<file path="src/hw/dacc_defs.vh">
// Purpose: Shared constants of the two-channel converter control block
// Assumes: 32-bit APB data, byte addresses, 250 MHz peripheral clock
// Notes: Definitions only
`ifndef DACC_DEFS_VH
`define DACC_DEFS_VH

// Register byte offsets
`define DACC_OFF_CODE_CH0 8'h00
`define DACC_OFF_CODE_CH1 8'h04
`define DACC_OFF_CONTROL 8'h08
`define DACC_OFF_STATUS 8'h0c
`define DACC_ADDR_W 8

// Control register fields
`define DACC_CTL_OE1 7
`define DACC_CTL_OE0 6
`define DACC_CTL_JOINT 5
`define DACC_CTL_RSVD_ONES 5'h1f

// Status register fields
`define DACC_STS_VALID0 0
`define DACC_STS_VALID1 1
`define DACC_STS_STOP 2
`define DACC_STS_STANDBY 3

// Reset values
`define DACC_CODE_RST 8'h00
`define DACC_CTL_BITS_RST 3'h0
`define DACC_DATA_ZERO 32'h0000_0000

// Timing: conversion time and clock period in ns; shortest count in cycles
`define DACC_CONV_TIME_NS 10000
`define DACC_CLK_PERIOD_NS 4
`define DACC_PS_PER_NS 1000
`define DACC_CONV_MIN 1
`define DACC_LOAD_NONE 2'h0

`endif

</file>
<file path="src/hw/dacc_sync.v">
// Purpose: Two-flop synchroniser for a level from outside the clock domain
// Assumes: Input is a slowly changing level
// Notes: First stage is read only by the second stage
`timescale 1ns/1ps
module dacc_sync #(
    parameter RST_VAL = 1'b0
) (
    input wire mclk_i,
    input wire nrst_i,
    input wire async_i,
    output wire sync_o
);
    reg meta_q;
    reg sync_q;

    always @(posedge mclk_i or negedge nrst_i) begin
        if (!nrst_i) begin
            meta_q <= RST_VAL;
            sync_q <= RST_VAL;
        end else begin
            meta_q <= async_i;
            sync_q <= meta_q;
        end
    end

    assign sync_o = sync_q;
endmodule // dacc_sync

</file>
<file path="src/hw/dacc_chan.v">
// Purpose: One conversion channel: conversion timer and held result
// Assumes: load_i pulses in the cycle the data register takes a new code
// Notes: Result is sampled from code_i when the timer expires
`timescale 1ns/1ps
`include "dacc_defs.vh"
module dacc_chan #(
    parameter CONV_CYCLES = 2500,
    parameter CNT_W = 12
) (
    input wire mclk_i,
    input wire nrst_i,
    input wire conv_en_i,
    input wire load_i,
    input wire hold_i,
    input wire [7:0] code_i,
    output reg [7:0] result_o,
    output reg valid_o
);
    localparam [CNT_W-1:0] CNT_LOAD = CONV_CYCLES[CNT_W-1:0];
    localparam [CNT_W-1:0] CNT_ONE = {{(CNT_W-1){1'b0}}, 1'b1};
    localparam [CNT_W-1:0] CNT_ZERO = {CNT_W{1'b0}};

    reg en_q;
    reg [CNT_W-1:0] cnt_q;
    wire start;

    // A fresh enable or a rewrite while enabled restarts the timer
    assign start = conv_en_i & (~en_q | load_i);

    always @(posedge mclk_i or negedge nrst_i) begin
        if (!nrst_i) begin
            en_q <= 1'b0;
            cnt_q <= CNT_ZERO;
            result_o <= `DACC_CODE_RST;
            valid_o <= 1'b0;
        end else if (hold_i) begin
            // Standby: counter frozen, result kept on the output
            en_q <= en_q;
        end else begin
            en_q <= conv_en_i;
            if (!conv_en_i) begin
                cnt_q <= CNT_ZERO;
                valid_o <= 1'b0;
            end else if (start) begin
                cnt_q <= CNT_LOAD;
                valid_o <= 1'b0;
            end else if (cnt_q == CNT_ONE) begin
                cnt_q <= CNT_ZERO;
                result_o <= code_i;
                valid_o <= 1'b1;
            end else if (cnt_q != CNT_ZERO) begin
                cnt_q <= cnt_q - CNT_ONE;
            end
        end
    end
endmodule // dacc_chan

</file>
<file path="src/hw/dacc_top.v">
// Purpose: Two-channel 8-bit converter control with an APB register slave
// Assumes: module_stop_i and standby_i come from outside this clock domain
// Notes: Analog core takes code and drive enable; it scales code/256 x Vref
//
// Summary of operation
// - Bit 7 enables channel one conversion, output
// - Bit 6 enables channel zero conversion, output
// - Bit 5 set converts both channels always; the code halts conversion during module stop
// - All three bits zero: no conversion
// - Output drive follows only own enable bit; the code also drops drive during module stop
// - Control bits four to zero read ones
// - Channels independent: own code, enable, output
// - Enabling starts conversion; result after conversion time
// - Result held until rewrite or disable
// - Write while enabled restarts conversion immediately; in standby the code holds the restart pending until standby ends
// - Output level is code/256 times reference
// - Clearing enable disables output immediately
// - Module stop blocks register access until cleared
// - Standby keeps enabled outputs presented
// - Code registers: 8-bit, read/write, reset zero
`timescale 1ns/1ps
`include "dacc_defs.vh"
module dacc_top #(
    parameter CONV_TIME_NS = `DACC_CONV_TIME_NS,
    parameter CLK_PERIOD_PS = `DACC_CLK_PERIOD_NS * `DACC_PS_PER_NS,
    parameter CNT_W = 12
) (
    input wire mclk_i,
    input wire nrst_i,
    input wire psel_i,
    input wire penable_i,
    input wire pwrite_i,
    input wire [`DACC_ADDR_W-1:0] paddr_i,
    input wire [31:0] pwdata_i,
    input wire [3:0] pstrb_i,
    output reg [31:0] prdata_o,
    output reg pready_o,
    output reg pslverr_o,
    input wire module_stop_i,
    input wire standby_i,
    output reg [7:0] analog_out_ch0_o,
    output reg [7:0] analog_out_ch1_o,
    output reg drive_ch0_o,
    output reg drive_ch1_o,
    output reg valid_ch0_o,
    output reg valid_ch1_o
);
    // Longest time: round down, never below one cycle, saturate at the timer
    // width so an oversized time cannot wrap to a short count
    localparam CONV_RAW = (CONV_TIME_NS * `DACC_PS_PER_NS) / CLK_PERIOD_PS;
    localparam CNT_MAX = (1 << CNT_W) - 1;
    localparam CONV_CYCLES = (CONV_RAW < `DACC_CONV_MIN) ? `DACC_CONV_MIN :
        ((CONV_RAW > CNT_MAX) ? CNT_MAX : CONV_RAW);

    // APB access phase states, one-hot
    localparam [2:0] ST_IDLE = 3'b001;
    localparam [2:0] ST_WAIT = 3'b010;
    localparam [2:0] ST_DONE = 3'b100;

    reg [2:0] state_q;
    reg [2:0] state_d;
    reg [7:0] code_q [0:1];
    reg oe1_q;
    reg oe0_q;
    reg joint_q;
    reg [31:0] rdata_d;
    reg err_d;
    reg [1:0] load_q;
    reg [1:0] pend_q;

    wire stop_s;
    wire standby_s;
    wire wr_commit;
    wire [1:0] conv_en;
    wire [1:0] oe;
    wire [7:0] result [0:1];
    wire [1:0] valid;
    wire [1:0] we_code;
    wire we_ctl;
    wire [1:0] load;

    function hit;
        input [`DACC_ADDR_W-1:0] addr;
        input [`DACC_ADDR_W-1:0] off;
        begin
            hit = (addr == off);
        end
    endfunction

    // Control word as software reads it; bits four to zero are fixed ones
    function [31:0] ctl_word;
        input oe1;
        input oe0;
        input joint;
        begin
            ctl_word = `DACC_DATA_ZERO;
            ctl_word[`DACC_CTL_OE1] = oe1;
            ctl_word[`DACC_CTL_OE0] = oe0;
            ctl_word[`DACC_CTL_JOINT] = joint;
            ctl_word[4:0] = `DACC_CTL_RSVD_ONES;
        end
    endfunction

    // Status word: internal valid flags and the synchronised power states
    function [31:0] sts_word;
        input [1:0] vld;
        input stop;
        input stby;
        begin
            sts_word = `DACC_DATA_ZERO;
            sts_word[`DACC_STS_VALID0] = vld[0];
            sts_word[`DACC_STS_VALID1] = vld[1];
            sts_word[`DACC_STS_STOP] = stop;
            sts_word[`DACC_STS_STANDBY] = stby;
        end
    endfunction

    // Stop starts set: the block leaves reset stopped and refuses access
    // until the cleared level has crossed both flops
    dacc_sync #(
        .RST_VAL(1'b1)
    ) u_stop_sync (
        .mclk_i(mclk_i),
        .nrst_i(nrst_i),
        .async_i(module_stop_i),
        .sync_o(stop_s)
    );

    dacc_sync #(
        .RST_VAL(1'b0)
    ) u_standby_sync (
        .mclk_i(mclk_i),
        .nrst_i(nrst_i),
        .async_i(standby_i),
        .sync_o(standby_s)
    );

    // APB handshake: two wait states, answer in the fourth cycle of the transfer
    always @* begin
        case (state_q)
            ST_IDLE: begin
                if (psel_i && penable_i) begin
                    state_d = ST_WAIT;
                end else begin
                    state_d = ST_IDLE;
                end
            end
            ST_WAIT: begin
                state_d = ST_DONE;
            end
            ST_DONE: begin
                state_d = ST_IDLE;
            end
            default: begin
                state_d = ST_IDLE;
            end
        endcase
    end

    // Read mux and error decode; sampled on the edge that leaves the wait state
    always @* begin
        rdata_d = `DACC_DATA_ZERO;
        err_d = 1'b0;
        if (stop_s) begin
            err_d = 1'b1;
        end else if (hit(paddr_i, `DACC_OFF_CODE_CH0)) begin
            rdata_d[7:0] = code_q[0];
        end else if (hit(paddr_i, `DACC_OFF_CODE_CH1)) begin
            rdata_d[7:0] = code_q[1];
        end else if (hit(paddr_i, `DACC_OFF_CONTROL)) begin
            rdata_d = ctl_word(oe1_q, oe0_q, joint_q);
        end else if (hit(paddr_i, `DACC_OFF_STATUS)) begin
            rdata_d = sts_word(valid, stop_s, standby_s);
        end else begin
            err_d = 1'b1;
        end
    end

    // Ready is registered from the next state, so it stands for exactly one
    // cycle and the master never sees it twice for one transfer
    always @(posedge mclk_i or negedge nrst_i) begin
        if (!nrst_i) begin
            state_q <= ST_IDLE;
            pready_o <= 1'b0;
            pslverr_o <= 1'b0;
            prdata_o <= `DACC_DATA_ZERO;
        end else begin
            state_q <= state_d;
            pready_o <= (state_d == ST_DONE);
            // Read data stands only in the answer cycle; writes return zero
            if (state_q == ST_WAIT) begin
                prdata_o <= pwrite_i ? `DACC_DATA_ZERO : rdata_d;
                pslverr_o <= err_d;
            end else if (state_q == ST_DONE) begin
                prdata_o <= `DACC_DATA_ZERO;
                pslverr_o <= 1'b0;
            end
        end
    end

    // Writes land on the edge where the master sees pready high
    assign wr_commit = (state_q == ST_DONE) & psel_i & penable_i & pwrite_i
        & ~pslverr_o & pstrb_i[0];

    // One strobe per register keeps the decode out of the register process
    assign we_code[0] = wr_commit & hit(paddr_i, `DACC_OFF_CODE_CH0);
    assign we_code[1] = wr_commit & hit(paddr_i, `DACC_OFF_CODE_CH1);
    assign we_ctl = wr_commit & hit(paddr_i, `DACC_OFF_CONTROL);

    // Code writes also pulse load so an enabled channel restarts at once
    always @(posedge mclk_i or negedge nrst_i) begin
        if (!nrst_i) begin
            code_q[0] <= `DACC_CODE_RST;
            code_q[1] <= `DACC_CODE_RST;
            {oe1_q, oe0_q, joint_q} <= `DACC_CTL_BITS_RST;
            load_q <= `DACC_LOAD_NONE;
        end else begin
            load_q <= `DACC_LOAD_NONE;
            if (we_code[0]) begin
                code_q[0] <= pwdata_i[7:0];
                load_q[0] <= 1'b1;
            end
            if (we_code[1]) begin
                code_q[1] <= pwdata_i[7:0];
                load_q[1] <= 1'b1;
            end
            if (we_ctl) begin
                oe1_q <= pwdata_i[`DACC_CTL_OE1];
                oe0_q <= pwdata_i[`DACC_CTL_OE0];
                joint_q <= pwdata_i[`DACC_CTL_JOINT];
                // Bits four to zero are constant and ignore writes
            end
        end
    end

    // A code written during standby lands at once, but the channel timer is
    // frozen; the restart is kept pending and issued when standby ends
    always @(posedge mclk_i or negedge nrst_i) begin
        if (!nrst_i) begin
            pend_q <= `DACC_LOAD_NONE;
        end else if (standby_s) begin
            pend_q <= pend_q | load_q;
        end else begin
            pend_q <= `DACC_LOAD_NONE;
        end
    end

    assign load = load_q | pend_q;
    assign oe = {oe1_q, oe0_q};

    // Module stop halts conversion; standby freezes each channel as it stands
    genvar g;
    generate
        for (g = 0; g < 2; g = g + 1) begin : g_chan
            // Joint bit converts a channel without driving its pin
            assign conv_en[g] = (oe[g] | joint_q) & ~stop_s;
            dacc_chan #(
                .CONV_CYCLES(CONV_CYCLES),
                .CNT_W(CNT_W)
            ) u_chan (
                .mclk_i(mclk_i),
                .nrst_i(nrst_i),
                .conv_en_i(conv_en[g]),
                .load_i(load[g]),
                .hold_i(standby_s),
                .code_i(code_q[g]),
                .result_o(result[g]),
                .valid_o(valid[g])
            );
        end
    endgenerate

    // Core scales code by Vref/256; code goes out unchanged for that reason.
    // Standby freezes the held value so the pin level is kept
    always @(posedge mclk_i or negedge nrst_i) begin
        if (!nrst_i) begin
            analog_out_ch0_o <= `DACC_CODE_RST;
            analog_out_ch1_o <= `DACC_CODE_RST;
        end else if (!standby_s) begin
            analog_out_ch0_o <= result[0];
            analog_out_ch1_o <= result[1];
        end
    end

    // Drive ignores the joint bit stop removes drive and
    // valid on the same edge, so valid never stands on an undriven pin
    always @(posedge mclk_i or negedge nrst_i) begin
        if (!nrst_i) begin
            drive_ch0_o <= 1'b0;
            drive_ch1_o <= 1'b0;
        end else if (!standby_s) begin
            drive_ch0_o <= oe0_q & ~stop_s;
            drive_ch1_o <= oe1_q & ~stop_s;
        end
    end

    // Valid needs the enable too: a joint-only channel converts unseen
    always @(posedge mclk_i or negedge nrst_i) begin
        if (!nrst_i) begin
            valid_ch0_o <= 1'b0;
            valid_ch1_o <= 1'b0;
        end else if (!standby_s) begin
            valid_ch0_o <= valid[0] & oe0_q & ~stop_s;
            valid_ch1_o <= valid[1] & oe1_q & ~stop_s;
        end
    end
endmodule // dacc_top

</file>
<file path="config.mk">
export PLATFORM = sky130hd
export DESIGN_NAME = dacc_top
export DESIGN_NICKNAME = d
export VERILOG_FILES = /design/src/hw/dacc_sync.v /design/src/hw/dacc_chan.v /design/src/hw/dacc_top.v
export VERILOG_INCLUDE_DIRS = /design/src /design/src/hw
export SDC_FILE = /design/constraint.sdc
export NUM_CORES = 1
export LEC_CHECK = 0
export BUFFER_PORTS_ARGS = -buffer_cell sky130_fd_sc_hd__buf_2
export CORE_MARGIN = 2
export CORE_UTILIZATION = 40
export CTS_CLUSTER_DIAMETER = 150
export DETAILED_ROUTE_END_ITERATION = 8
export SETUP_SLACK_MARGIN = 0.4
export SLEW_MARGIN = 10
export SYNTH_ARGS = -nofsm -noshare
export SYNTH_HDL_FRONTEND = slang
export SYNTH_HIERARCHICAL = 1
export SYNTH_SLANG_ARGS = --single-unit
</file>
<file path="constraint.sdc">
create_clock -name mclk_i -period 4.85 [get_ports mclk_i]
set_input_delay 0.485 -clock mclk_i [delete_from_list [all_inputs] [get_ports mclk_i]]
set_output_delay 0.485 -clock mclk_i [all_outputs]
set_load 0.01 [all_outputs]
</file>
==> impl_metrics.yaml <==
worst_setup_path:
  worstPathBufferInverterCount: 1
  critical_path_class: "reg2reg"
  crit_family: "simple AND/OR/NAND/NOR gates"
  worst-path-max-fanout: 8
  crit_path_end_kind: "flop"
  start_kind: "flop"
  arrival_ns: 2.69
  slowest_stage: "or3_1"
  slowest_delay_ns: 0.68
  crit_path_cell_trace: "inv_1 > ha_1 > nor4b_4 > nand2_2 > or3_1 > mux2_4"
  crit_required_ns: 5.08
synth:
  synth_enable_flop_cells: 0
  synthFlopType: "dfrtp_1"
  ys_types: 53
  ys_top_cells_by_area: "dfrtp_1, mux2_2, mux2_4, buf_4, o21ai_0"
  synth_top_area_cell: "dfrtp_1"
  synth.most_common_cell: "dfrtp_1"
  ys_async_sr_fraction: 1.000
  yosys_warnings: 6
  ys_seq_elements: 104
  syn_avg_cell_area_um2: 11.12
  synth_common_cells: "dfrtp_1, o21ai_0, mux2_2"
  netlist_instances: 473
  netlist_area_mm2: 0.005259
  synth_top_area_share: 0.4806
  seq_area_frac_synth: 0.4956
sta:
  slew_violations: 0
  fin_worst_skew_ns: 0.01043
  max_freq_mhz: 406.2
  rsz0062_at_grt: "false"
  fin_crit_sh: 0.5076
  setup_violations: 0
  worst_slew_pin_slew_ns: 1.133
  relSlewSlack: 0.2390
  hold_violations: 0
  period_needed_ns: 2.462
  tns_ns: 0
  whs_ns: 0.2102
route:
  initialDrtViolationCount: 268
  wire_per_inst_um: 16.30
  drt-pass1-iter-count: 5
  drc: 0
  num_vias: 3692
  ant_nets: 0
  finalWirelength_mm: 11.20
  viasPerCell: 5.374
clock_tree:
  clkTransAtPathRegs_ns: 0.07
  cts_setup_buffers: 0
  tritoncts: "built"
  cts_buffers: 9
  cts.hold.buffers_added: 0
  clkSinkCount: 104
  postCtsResizedCells: 0
  cts_max_level: 3
  clockBufferDepth: 2
  worstSkewPairLatency_ns: 0.35
  root_buffer: "clkbuf_16"
finish:
  drive_gt1_frac: 0.2835
  nets: 567
  final_core_util: 0.4585
  num_antenna_cells: 0
  nFillCells: 1219
  area_growth_pct: 10.92
grt:
  grt_pass1_vias: 3637
  antenna_found_initial: 0
  grt_max_degree: 64
  grt_overflow: 0
  grt_pass1_wl_mm: 19.28
  gr-usage-all-layers: 0.1702
outcome:
  status: "complete, no violations"
place:
  port_buffers: 53
  place_hpwl_mm: 7.851
  gp_congestion: 0.8631
floorplanning:
  die_width_um: 118.7
  start_util: 0.4134
  die_area_mm2: 0.01408
  num_io_pins: 105
  core_mm2: 0.01272
  die_y_um: 118.7
  rows: 41
job:
  drv_cap: 0
pwr:
  total_leakage_power_nw: 2.760
  power_density_mw_per_mm2: 306.3
  vdd_drop_max_uv: 193.8
hold_path:
  worst_hold_path_type: "in2async"
[layout by cell type, fill, tap and decap left out, types with 3 or more instances in the layout]
| cell type | count |
|---|---|
| buf_4 | 3 |
| dfrtp_1 | 100 |
| nand4_1 | 6 |
| mux2_4 | 16 |
| clkbuf_16 | 9 |
| ha_1 | 6 |
| a41oi_1 | 8 |
| inv_1 | 14 |
| mux2_2 | 35 |
| nand2b_1 | 11 |
| nor3_1 | 8 |
| nor2_1 | 27 |
| nand3_1 | 6 |
| conb_1 | 24 |
| and4b_1 | 3 |
| or2_2 | 5 |
| mux2i_1 | 6 |
| o21ai_0 | 37 |
| nand2_1 | 27 |
| buf_2 | 52 |
| o221ai_1 | 4 |
| o211ai_1 | 8 |
| nor3b_1 | 4 |
| dfstp_2 | 3 |
| or3_1 | 6 |
| nor4_4 | 3 |
| a31oi_1 | 16 |
| a21oi_1 | 19 |
[area by class of cell]
type | instances | area (um^2) | share of cell area
tap | 172 | 215.2 | 0.03689
sequential | 104 | 2608 | 0.4470
inverter | 14 | 52.55 | 0.009009
clock buffer | 9 | 225.2 | 0.03861
timing repair buffer | 55 | 282.8 | 0.04848
multi-input combinational | 326 | 2359 | 0.4043
clock inverter | 7 | 91.34 | 0.01566
[metrics by stage]
step	instances	setup WS, ns	power, mW	area (um^2)
2_1_floorplan	496	2.847	0.9963	5345
3_3_place_gp	671	2.340	1.046	5517
3_5_place_dp	671	2.223	1.048	5517
4_1_cts	687	2.366	1.808	5833
5_1_grt	687	2.231	1.864	5833
6_report	687	2.388	1.787	5833
[power breakdown]
part | internal (mW) | switching [mW] | total (mW) | leakage [nW]
registers | 0.893 | 0.0189 | 0.912 | 1.43
clock network | 0.412 | 0.347 | 0.759 | 0.151
logic | 0.0402 | 0.0756 | 0.116 | 1.18
[per-layer routing]
metal	part of all wire	wire length (um)	GRT usage	vias to the layer above
met1	0.48	5339	0.2437	1822
li1	-	-	-	1754
met4	0.011	126	0.05655	0
met2	0.47	5287	0.2575	103
met5	0	0	0	-
met3	0.040	445	0.03427	13
[worst reg2reg max path, stage by stage (launching register included)]
cell and delay [ns]:
dfrtp_1 0.42, inv_1 0.12, ha_1 0.21, nor4b_4 0.39, nand2_2 0.14, or3_1 0.68, mux2_4 0.40
[cell families (layout without fill, tap and decap cells)]
| family | after synthesis | after routing | share of synthesized area |
|---|---|---|---|
| flip-flops | 104 | 104 | 0.4956 |
| multiplexers | 57 | 57 | 0.1320 |
| AND/OR/NAND/NOR | 130 | 130 | 0.1539 |
| XOR/XNOR | 1 | 1 | 0.001666 |
| buffers and inverters | 66 | 85 | 0.07233 |
| AO/OA/AOI/OAI | 108 | 108 | 0.1294 |
| other | 1 | 24 | 0.0007131 |
| adder cells (fa/ha/maj) | 6 | 6 | 0.01428 |
[worst paths after layout]
check                      cells after the start  slack (ns)                       from                           end
max reg2reg                                    6        2.39  g_chan[0].u_chan/cnt_q[1]  g_chan[0].u_chan/result_o[7]
max                                            6        2.39  g_chan[0].u_chan/cnt_q[1]  g_chan[0].u_chan/result_o[7]
max in group asynchronous                      2        3.57                     nrst_i            u_stop_sync/sync_o
min in group mclk_i                            1        0.24              module_stop_i            u_stop_sync/meta_q
min                                            1        0.21                     nrst_i           analog_out_ch1_o[3]
min reg2reg                                    0        0.35      u_standby_sync/meta_q         u_standby_sync/sync_o
[state kept, by name (all words and copies together) (netlist names), 2 cells and up]
register	flops
g_chan.u_chan/result_o	16
analog_out_ch1_o	8
g_chan.u_chan/valid_o	2
state_q	3
pend_q	2
g_chan.u_chan/en_q	2
prdata_o	8
load_q	2
g_chan.u_chan/cnt_q	24
analog_out_ch0_o	8
code_q	16
Power figures use the tool's default switching activity.
